===== src/design/dee_pkg.sv =====
package dee_pkg;
    // Register offsets
    localparam logic [7:0] DEE_OFS_DATA = 8'h08;
    localparam logic [7:0] DEE_OFS_ADDR = 8'h09;
    localparam logic [7:0] DEE_OFS_CTRL = 8'h88;
    localparam logic [7:0] DEE_OFS_UNLOCK = 8'h89;
    // Control field positions
    localparam int DEE_BIT_RD = 0;
    localparam int DEE_BIT_WR = 1;
    localparam int DEE_BIT_GATE = 2;
    localparam int DEE_BIT_ERR = 3;
    localparam int DEE_BIT_DONE = 4;
    // Unlock keys
    localparam logic [7:0] DEE_KEY1 = 8'h55;
    localparam logic [7:0] DEE_KEY2 = 8'haa;
    // Reset values
    localparam logic [7:0] DEE_ADDR_RST = 8'h00;
    localparam logic [7:0] DEE_DATA_RST = 8'h00;
    // Array depth
    localparam int DEE_DEPTH = 64;
    // Timing
    localparam int DEE_CLK_MHZ = 100;
    localparam int DEE_WRITE_US = 40;
    localparam int DEE_WRITE_CYC = DEE_WRITE_US * DEE_CLK_MHZ;
    localparam int DEE_PUT_MS = 72;
    localparam int DEE_PUT_CYC = DEE_PUT_MS * 1000 * DEE_CLK_MHZ;
    // Unlock sequence states
    typedef enum logic [1:0] {
        DEE_UL_IDLE = 2'b00,
        DEE_UL_KEY1 = 2'b01,
        DEE_UL_ARMED = 2'b10
    } dee_ul_t;
endpackage : dee_pkg


===== src/design/dee_array.sv =====
`timescale 1ns/10ps
// Byte array with combinational read and erase-then-program write
module dee_array (
    input wire logic sys_clk,
    input wire logic [5:0] rd_addr,
    output logic [7:0] rd_data,
    input wire logic erase_en,
    input wire logic prog_en,
    input wire logic [5:0] wr_addr,
    input wire logic [7:0] wr_data
);
    // Storage cells, left unreset like real nonvolatile contents
    logic [7:0] cell_mem [dee_pkg::DEE_DEPTH];

    // Erase forces ones, program lays the new byte over it
    always_ff @(posedge sys_clk) begin
        if (prog_en) begin
            cell_mem[wr_addr] <= wr_data;
        end else if (erase_en) begin
            cell_mem[wr_addr] <= 8'hff;
        end
    end

    assign rd_data = cell_mem[rd_addr];
endmodule : dee_array


===== src/design/dee_ctrl.sv =====
`timescale 1ns/10ps
// Data nonvolatile memory access controller
module dee_ctrl #(
    parameter int WRITE_CYC = dee_pkg::DEE_WRITE_CYC,
    parameter int PUT_CYC = dee_pkg::DEE_PUT_CYC
) (
    input wire logic sys_clk,
    input wire logic rst_n,
    input wire logic por_n,
    input wire logic master_clear_reset,
    input wire logic watchdog_timer,
    input wire logic reg_wr,
    input wire logic reg_rd,
    input wire logic [7:0] reg_addr,
    input wire logic [7:0] reg_wdata,
    output logic [7:0] reg_rdata,
    input wire logic done_irq_en,
    output logic irq_req,
    output logic write_busy
);
    ////////////////////////////////////////////////////////////////////////
    // Declarations
    logic [7:0] nv_address_reg; // Target address
    logic [7:0] nv_data_reg; // Data byte
    logic rd_start_reg; // Read start bit
    logic wr_start_reg; // Write start bit
    logic write_enable_gate; // Write gate
    logic write_abort_error; // Abort flag
    logic write_done_flag; // Done flag
    logic [31:0] wr_cnt_reg; // Write timer
    logic [31:0] put_cnt_reg; // Power-up timer
    logic put_run_reg; // Power-up timer running
    logic mcr_s1, mcr_s2, wdog_s1, wdog_s2; // Synchronisers
    logic rst_evt; // Sync reset event
    logic [7:0] arr_rdata; // Array read byte
    logic addr_ok; // Address inside array
    logic erase_en, prog_en; // Array strobes
    logic start_ok; // Legal write start
    logic wr_finish; // Write timer expiry
    logic [7:0] rdata_next; // Read mux
    logic irq_next; // Interrupt next value
    dee_pkg::dee_ul_t ul_reg;
    // One decode used by several processes
    function automatic logic hit(input logic [7:0] a, input logic [7:0] o);
        hit = (a == o);
    endfunction : hit

    ////////////////////////////////////////////////////////////////////////
    // Reset pins are asynchronous to core: two flops first
    always_ff @(posedge sys_clk or negedge rst_n) begin
        if (!rst_n) begin
            mcr_s1 <= 1'b0;
            mcr_s2 <= 1'b0;
            wdog_s1 <= 1'b0;
            wdog_s2 <= 1'b0;
        end else begin
            mcr_s1 <= master_clear_reset;
            mcr_s2 <= mcr_s1;
            wdog_s1 <= watchdog_timer;
            wdog_s2 <= wdog_s1;
        end
    end
    assign rst_evt = mcr_s2 | wdog_s2;

    ////////////////////////////////////////////////////////////////////////
    // Power-up timer: runs only after por_n, never restarts on other resets
    always_ff @(posedge sys_clk or negedge por_n) begin
        if (!por_n) begin
            put_cnt_reg <= 32'h0;
            put_run_reg <= 1'b1;
        end else if (put_run_reg) begin
            if (put_cnt_reg == 32'(PUT_CYC - 1)) begin
                put_run_reg <= 1'b0;
            end
            put_cnt_reg <= put_cnt_reg + 32'h1;
        end
    end

    ////////////////////////////////////////////////////////////////////////
    // Address decode: upper bits take part, so 40h..ffh miss the array
    assign addr_ok = (nv_address_reg[7:6] == 2'b00);

    // Start is legal only armed, gated, idle and past power-up
    assign start_ok = reg_wr && hit(reg_addr, dee_pkg::DEE_OFS_CTRL)
        && reg_wdata[dee_pkg::DEE_BIT_WR] && !wr_start_reg
        && (ul_reg == dee_pkg::DEE_UL_ARMED)
        && write_enable_gate
        && !put_run_reg && !rst_evt;

    assign wr_finish = wr_start_reg && !rst_evt
        && (wr_cnt_reg == 32'(WRITE_CYC - 1));

    ////////////////////////////////////////////////////////////////////////
    // Unlock tracker: any other bus write breaks the sequence
    always_ff @(posedge sys_clk or negedge rst_n) begin
        if (!rst_n) begin
            ul_reg <= dee_pkg::DEE_UL_IDLE;
        end else if (reg_wr) begin
            unique case (ul_reg)
                dee_pkg::DEE_UL_IDLE: begin
                    ul_reg <= (hit(reg_addr, dee_pkg::DEE_OFS_UNLOCK)
                        && reg_wdata == dee_pkg::DEE_KEY1)
                        ? dee_pkg::DEE_UL_KEY1 : dee_pkg::DEE_UL_IDLE;
                end
                dee_pkg::DEE_UL_KEY1: begin
                    ul_reg <= (hit(reg_addr, dee_pkg::DEE_OFS_UNLOCK)
                        && reg_wdata == dee_pkg::DEE_KEY2)
                        ? dee_pkg::DEE_UL_ARMED : dee_pkg::DEE_UL_IDLE;
                end
                dee_pkg::DEE_UL_ARMED: begin
                    ul_reg <= dee_pkg::DEE_UL_IDLE;
                end
                default: begin
                    ul_reg <= dee_pkg::DEE_UL_IDLE;
                end
            endcase
        end
    end

    ////////////////////////////////////////////////////////////////////////
    // Address register: untouched by any reset after power-up
    always_ff @(posedge sys_clk or negedge por_n) begin
        if (!por_n) begin
            nv_address_reg <= dee_pkg::DEE_ADDR_RST;
        end else if (reg_wr && hit(reg_addr, dee_pkg::DEE_OFS_ADDR)) begin
            nv_address_reg <= reg_wdata;
        end
    end

    // Data register: software write or a read fetch, else holds
    always_ff @(posedge sys_clk or negedge por_n) begin
        if (!por_n) begin
            nv_data_reg <= dee_pkg::DEE_DATA_RST;
        end else if (reg_wr && hit(reg_addr, dee_pkg::DEE_OFS_DATA)) begin
            nv_data_reg <= reg_wdata;
        end else if (rd_start_reg) begin
            nv_data_reg <= addr_ok ? arr_rdata : 8'h00;
        end
    end

    ////////////////////////////////////////////////////////////////////////
    // Read start: set-only, clears itself one cycle later
    always_ff @(posedge sys_clk or negedge rst_n) begin
        if (!rst_n) begin
            rd_start_reg <= 1'b0;
        end else if (rd_start_reg) begin
            rd_start_reg <= 1'b0;
        end else if (reg_wr && hit(reg_addr, dee_pkg::DEE_OFS_CTRL)
            && reg_wdata[dee_pkg::DEE_BIT_RD] && !wr_start_reg) begin
            rd_start_reg <= 1'b1;
        end
    end

    // Write start and timer; gate changes never stop it
    always_ff @(posedge sys_clk or negedge rst_n) begin
        if (!rst_n) begin
            wr_start_reg <= 1'b0;
            wr_cnt_reg <= 32'h0;
        end else if (wr_start_reg) begin
            if (rst_evt || wr_finish) begin
                wr_start_reg <= 1'b0;
                wr_cnt_reg <= 32'h0;
            end else begin
                wr_cnt_reg <= wr_cnt_reg + 32'h1;
            end
        end else if (start_ok) begin
            wr_start_reg <= 1'b1;
            wr_cnt_reg <= 32'h0;
        end
    end

    // Erase on first timed cycle, program on the last
    assign erase_en = wr_start_reg && (wr_cnt_reg == 32'h0) && addr_ok;
    assign prog_en = wr_finish && addr_ok;

    ////////////////////////////////////////////////////////////////////////
    // Gate: cleared by rst_n or software, never by a write ending
    always_ff @(posedge sys_clk or negedge rst_n) begin
        if (!rst_n) begin
            write_enable_gate <= 1'b0;
        end else if (reg_wr && hit(reg_addr, dee_pkg::DEE_OFS_CTRL)) begin
            write_enable_gate <= reg_wdata[dee_pkg::DEE_BIT_GATE];
        end
    end

    // Abort error: set by a reset mid-write, cleared by a clean finish
    always_ff @(posedge sys_clk or negedge por_n) begin
        if (!por_n) begin
            write_abort_error <= 1'b0;
        end else if (wr_start_reg && rst_evt) begin
            write_abort_error <= 1'b1;
        end else if (wr_finish) begin
            write_abort_error <= 1'b0;
        end else if (reg_wr && hit(reg_addr, dee_pkg::DEE_OFS_CTRL)) begin
            write_abort_error <= reg_wdata[dee_pkg::DEE_BIT_ERR];
        end
    end

    // Done flag: set wins over a software clear in the same cycle
    always_ff @(posedge sys_clk or negedge rst_n) begin
        if (!rst_n) begin
            write_done_flag <= 1'b0;
        end else if (wr_finish) begin
            write_done_flag <= 1'b1;
        end else if (reg_wr && hit(reg_addr, dee_pkg::DEE_OFS_CTRL)) begin
            write_done_flag <= reg_wdata[dee_pkg::DEE_BIT_DONE];
        end
    end

    ////////////////////////////////////////////////////////////////////////
    // Read mux, registered so outputs come from flops
    always_comb begin
        rdata_next = 8'h00;
        if (reg_rd) begin
            if (hit(reg_addr, dee_pkg::DEE_OFS_DATA)) begin
                rdata_next = nv_data_reg;
            end else if (hit(reg_addr, dee_pkg::DEE_OFS_ADDR)) begin
                rdata_next = nv_address_reg;
            end else if (hit(reg_addr, dee_pkg::DEE_OFS_CTRL)) begin
                rdata_next = {3'b000, write_done_flag, write_abort_error,
                    write_enable_gate, wr_start_reg, rd_start_reg};
            end else begin
                rdata_next = 8'h00;
            end
        end
    end
    assign irq_next = write_done_flag && done_irq_en;

    // Output flops
    always_ff @(posedge sys_clk or negedge rst_n) begin
        if (!rst_n) begin
            reg_rdata <= 8'h00;
            irq_req <= 1'b0;
            write_busy <= 1'b0;
        end else begin
            reg_rdata <= rdata_next;
            irq_req <= irq_next;
            write_busy <= wr_start_reg;
        end
    end

    ////////////////////////////////////////////////////////////////////////
    // Array
    dee_array dee_array_i (
        .sys_clk(sys_clk),
        .rd_addr(nv_address_reg[5:0]),
        .rd_data(arr_rdata),
        .erase_en(erase_en),
        .prog_en(prog_en),
        .wr_addr(nv_address_reg[5:0]),
        .wr_data(nv_data_reg)
    );
endmodule : dee_ctrl


===== config.mk =====
export PLATFORM = sky130hd
export DESIGN_NAME = dee_ctrl
export DESIGN_NICKNAME = d
export VERILOG_FILES = /design/src/design/dee_pkg.sv /design/src/design/dee_array.sv /design/src/design/dee_ctrl.sv
export SDC_FILE = /design/constraint.sdc
export NUM_CORES = 1
export LEC_CHECK = 0
export ABC_AREA = 1
export BUFFER_PORTS_ARGS = -buffer_cell sky130_fd_sc_hd__buf_2
export CAP_MARGIN = 20
export CORE_MARGIN = 2
export CORE_UTILIZATION = 25
export CTS_CLUSTER_DIAMETER = 40
export DETAILED_ROUTE_END_ITERATION = 10
export PLACE_DENSITY = 0.37
export SLEW_MARGIN = 20
export SYNTH_ARGS = -nofsm -noshare
export SYNTH_HDL_FRONTEND = slang
export SYNTH_SLANG_ARGS = --single-unit
export TNS_END_PERCENT = 1

===== constraint.sdc =====
create_clock -name sys_clk -period 2.75 [get_ports sys_clk]
set_input_delay 0.4125 -clock sys_clk [delete_from_list [all_inputs] [get_ports sys_clk]]
set_output_delay 0.4125 -clock sys_clk [all_outputs]
set_load 0.01 [all_outputs]

==> summary.txt <==
Critical path
  • Setup CP Type: reg2reg
  • Crit. Startpoint: nv_address_reg[0]$_DFFE_PN0P_
  • CP Capture Point: nv_data_reg[4]$_DFFE_PN0P_
  • R2R depth: 12
  • Crit Reg-Reg Endpoint: nv_data_reg[4]$_DFFE_PN0P_
  • WP data arrival: 3.14 ns
  • R2R Setup Slk: between 0.2 and 0.25 ns
  • CP required: 3.34 ns
  • Launch point of the worst reg-to-reg path: nv_address_reg[0]$_DFFE_PN0P_
  • CP Launch Type: register
  • CP endpoint kind: register
  • Worst Path Max Fanout: 29

Cells and area
  • Finished Layout Cells: approximately 4800
  • Register Area: 17930 um^2
  • Fill cell count: 11720
  • Layout area overhead: 25.86%
  • Final net count: between 3000 and 4000
  • Max reg flops: 512
  • Antenna cells: 0
  • Share of layout cells above drive strength 1: 14.46%
  • Multi-input gate area: approximately 7600 um^2

Route
  • Number of remaining DRC errors: 0
  • DR iter-0 viols: 1340
  • DRT Pass-1 Iters: 7
  • Post-DRT Antenna Nets: 0
  • DRT Wirelength: roughly 88000 um
  • Vias: 19900
  • WL/cell: 18.39 um
  • DR vias/cell: 4.147

CTS
  • CTS Sinks: 614
  • Setup Fix Bufs, Post-CTS: 0
  • CTS Buffer Depth: 3
  • H-Tree Depth: 3
  • CTS tree: built
  • TritonCTS buffer count: 115
  • Clk slew on worst S/H paths: 0.05 ns
  • Root buffer cell: clkbuf_16
  • Clk Latency, worst-skew pair: slightly above 0.7 ns

Global routing
  • Met1 usage: a little over a fifth
  • GR Layer Usage met2: 23.70%
  • Vias in the first global route: 19990
  • GRT busiest layer: met2
  • Total GRT Usage: 15.25%
  • Pin count of the biggest net entering global routing: 78
  • First-pass GRT wire length: approximately 130000 um
  • Gr ovfl total: 0
  • Met3 usage: approximately 2.4%
  • Antenna violations before repair: 1

Placement
  • Gpl congestion: slightly below 0.8
  • PortBufs: 33
  • DP Wirelength: 55930 um
  • Placed cell count: 4574

Yosys
  • Yosys top cell area share: 54.59%
  • Largest cells by area after synthesis: edfxtp_1 55%, nand2_1 12%, dfrtp_1 9.0%
  • Register area share after synthesis: 63.66%
  • Synthesized Nets: around 3000
  • Synthesis Warnings: 0
  • Cell Area, Synth: 28160 um^2
  • Synth cell types: 41
  • Seq cells post-synth: 614
  • Mux cell area share after synthesis: 0%
  • Post-Synth Simple-Gate Area: 22.84%
  • Most common flop cell mapped by yosys: edfxtp_1
  • Syn_area_per_cell: 9.477 um^2
  • Number of synthesized flops with an enable pin: 512
  • Post-synthesis cell count: 2972
  • Largest family of logic cells by synthesized area: simple AND/OR/NAND/NOR gates
  • Synth Area in Adders: 0.1333%
  • Share of flip-flops with an asynchronous set or reset: 16.61%
  • Yosys top cell by area: edfxtp_1
  • Synth Area in Compound Gates: 2.359%
  • Xor and xnor fraction of the mapped netlist area: 1.399%

STA
  • Slew @ Worst Pin: 0.7415 ns
  • RSZ-0062 raised after global routing: false
  • TNS Setup: 0 ns
  • Slew Limit Fails: 0
  • Fmax: 392.2 MHz
  • Final setup fails: 0
  • Final min period: 2.550 ns
  • Final hold violation count: 0
  • Hold WS: 0.06594 ns
  • Tcrit/Tclk final: roughly 90%
  • Slew headroom: between 50% and 60%
  • Fin Clk Skew: 0.04188 ns

Floorplanning
  • Core Rows: approximately 120
  • Die height: between 300 and 400 um
  • Die ar.: about 120000 um^2
  • Initial Util: 25.10%
  • Die X: between 300 and 400 um
  • Core area: between 100000 and 150000 um^2
  • Num ports: 34

Min path
  • Hold Crit Class: in2reg

Pwr
  • Overall Power: 26.12 mW
  • Power density over the cells: 736.8 nW/um^2
  • Worst VDD drop: roughly 430 uV
  • Pleak: 15.73 nW

Run
  • Max Cap Viol: 0

Outcome
  • Status: finished, final reports clean
cells in the final DEF, fill, tap and decap left out, types with 12 or more instances in the layout:
cell type,synthesis,final
clkinvlp_4,0,17
edfxtp_1,512,512
o21ai_0,54,52
nand2_1,885,877
nor2_1,197,194
bufinv_16,0,18
dfrtp_1,101,100
buf_12,0,23
nand3_1,290,290
nor3_1,24,24
nand4_1,22,22
buf_4,10,139
inv_1,587,587
o211ai_1,12,12
clkinv_2,0,12
buf_2,69,33
clkinv_4,0,14
xor2_1,35,35
o21ai_1,41,43
clkbuf_16,0,115
or2_2,34,34
inv_6,0,15
metrics by stage:
stage,area [um^2],util [%],setup slack [ns]
2_1_floorplan,28160,-,0.4175
3_3_place_gp,31280,27.88,0.1267
3_5_place_dp,31280,27.88,0.1054
4_1_cts,35450,31.60,0.09176
5_1_grt,35450,31.60,0.02460
6_report,35450,31.60,0.2005
cells by family (layout without fill, tap and decap cells):
| group | Yosys count | in the layout |
|---|---|---|
| simple gates | 1501 | 1501 |
| buf+inv | 686 | 1013 |
| flops | 614 | 614 |
| compound gates | 123 | 123 |
| xor+xnor | 45 | 45 |
| fa+ha+maj | 3 | 3 |
power by group:
group	switching (mW)	internal [mW]
combinational	0.870	0.294
clock	5.28	9.48
sequential	0.0241	10.2
timing repair:
action                                 4_1_cts  5_1_grt
setup endpoints to repair                    0        2
hold buffers                                 7        0
gates resized for setup                      0        2
endpoints found under the hold margin       52        0
synthesized netlist by cell type, types with 7 or more instances:
cell and instances:
clkbuf_1 12, buf_4 10, buf_2 69, or2_2 34, nand2_1 885, o21ai_0 54
o211ai_1 12, nor4_1 9, dfrtp_1 101, inv_1 587, nor3_1 24, nand2_4 8
nor3_4 7, nor2_1 197, edfxtp_1 512, o21ai_1 41, o22ai_1 9, nand4_1 22
nand3_1 290, nor2_2 9, xnor2_1 10, xor2_1 35
worst min-delay path by stage:
stage / slack, ns / to / cells after the start / start
2_1_floorplan: 0.12 / irq_req$_DFF_PN0_ / 0 / rst_n
3_3_place_gp: 0.36 / mcr_s2$_DFF_PN0_ / 0 / mcr_s1$_DFF_PN0_
3_5_place_dp: 0.35 / wdog_s2$_DFF_PN0_ / 0 / wdog_s1$_DFF_PN0_
4_1_cts: 0.009 / ul_reg[0]$_DFFE_PN0P_ / 4 / reg_wdata[1]
5_1_grt: 0.08 / ul_reg[0]$_DFFE_PN0P_ / 4 / reg_wdata[1]
6_report: 0.07 / ul_reg[0]$_DFFE_PN0P_ / 4 / reg_wdata[1]
routing by layer:
| metal | vias up | routed length [um] |
|---|---|---|
| met5 | - | 0 |
| met4 | 0 | 1594 |
| met3 | 104 | 3370 |
| li1 | 9900 | - |
| met1 | 9551 | 43910 |
| met2 | 346 | 39370 |
worst max-delay path: stages, from the launching register on:
cell	delay, ns
dfrtp_4	0.56
inv_8	0.24
buf_12	0.22
buf_4	0.20
nand2_1	0.06
nand3_1	0.09
nand2_1	0.06
o21ai_1	0.33
nand2_1	0.14
nor2_1	0.24
nand2_1	0.11
nand2_1	0.07
nand2_1	0.06
cell type report:
class	count	area share (%)
clock inverter	92	3.314
inverter	593	6.301
multi-input combinational	1672	21.36
timing repair buffer	202	4.906
clock buffer	126	8.235
sequential	614	50.59
tap	1500	5.295
Note: power is estimated with default switching activity, not from simulation.
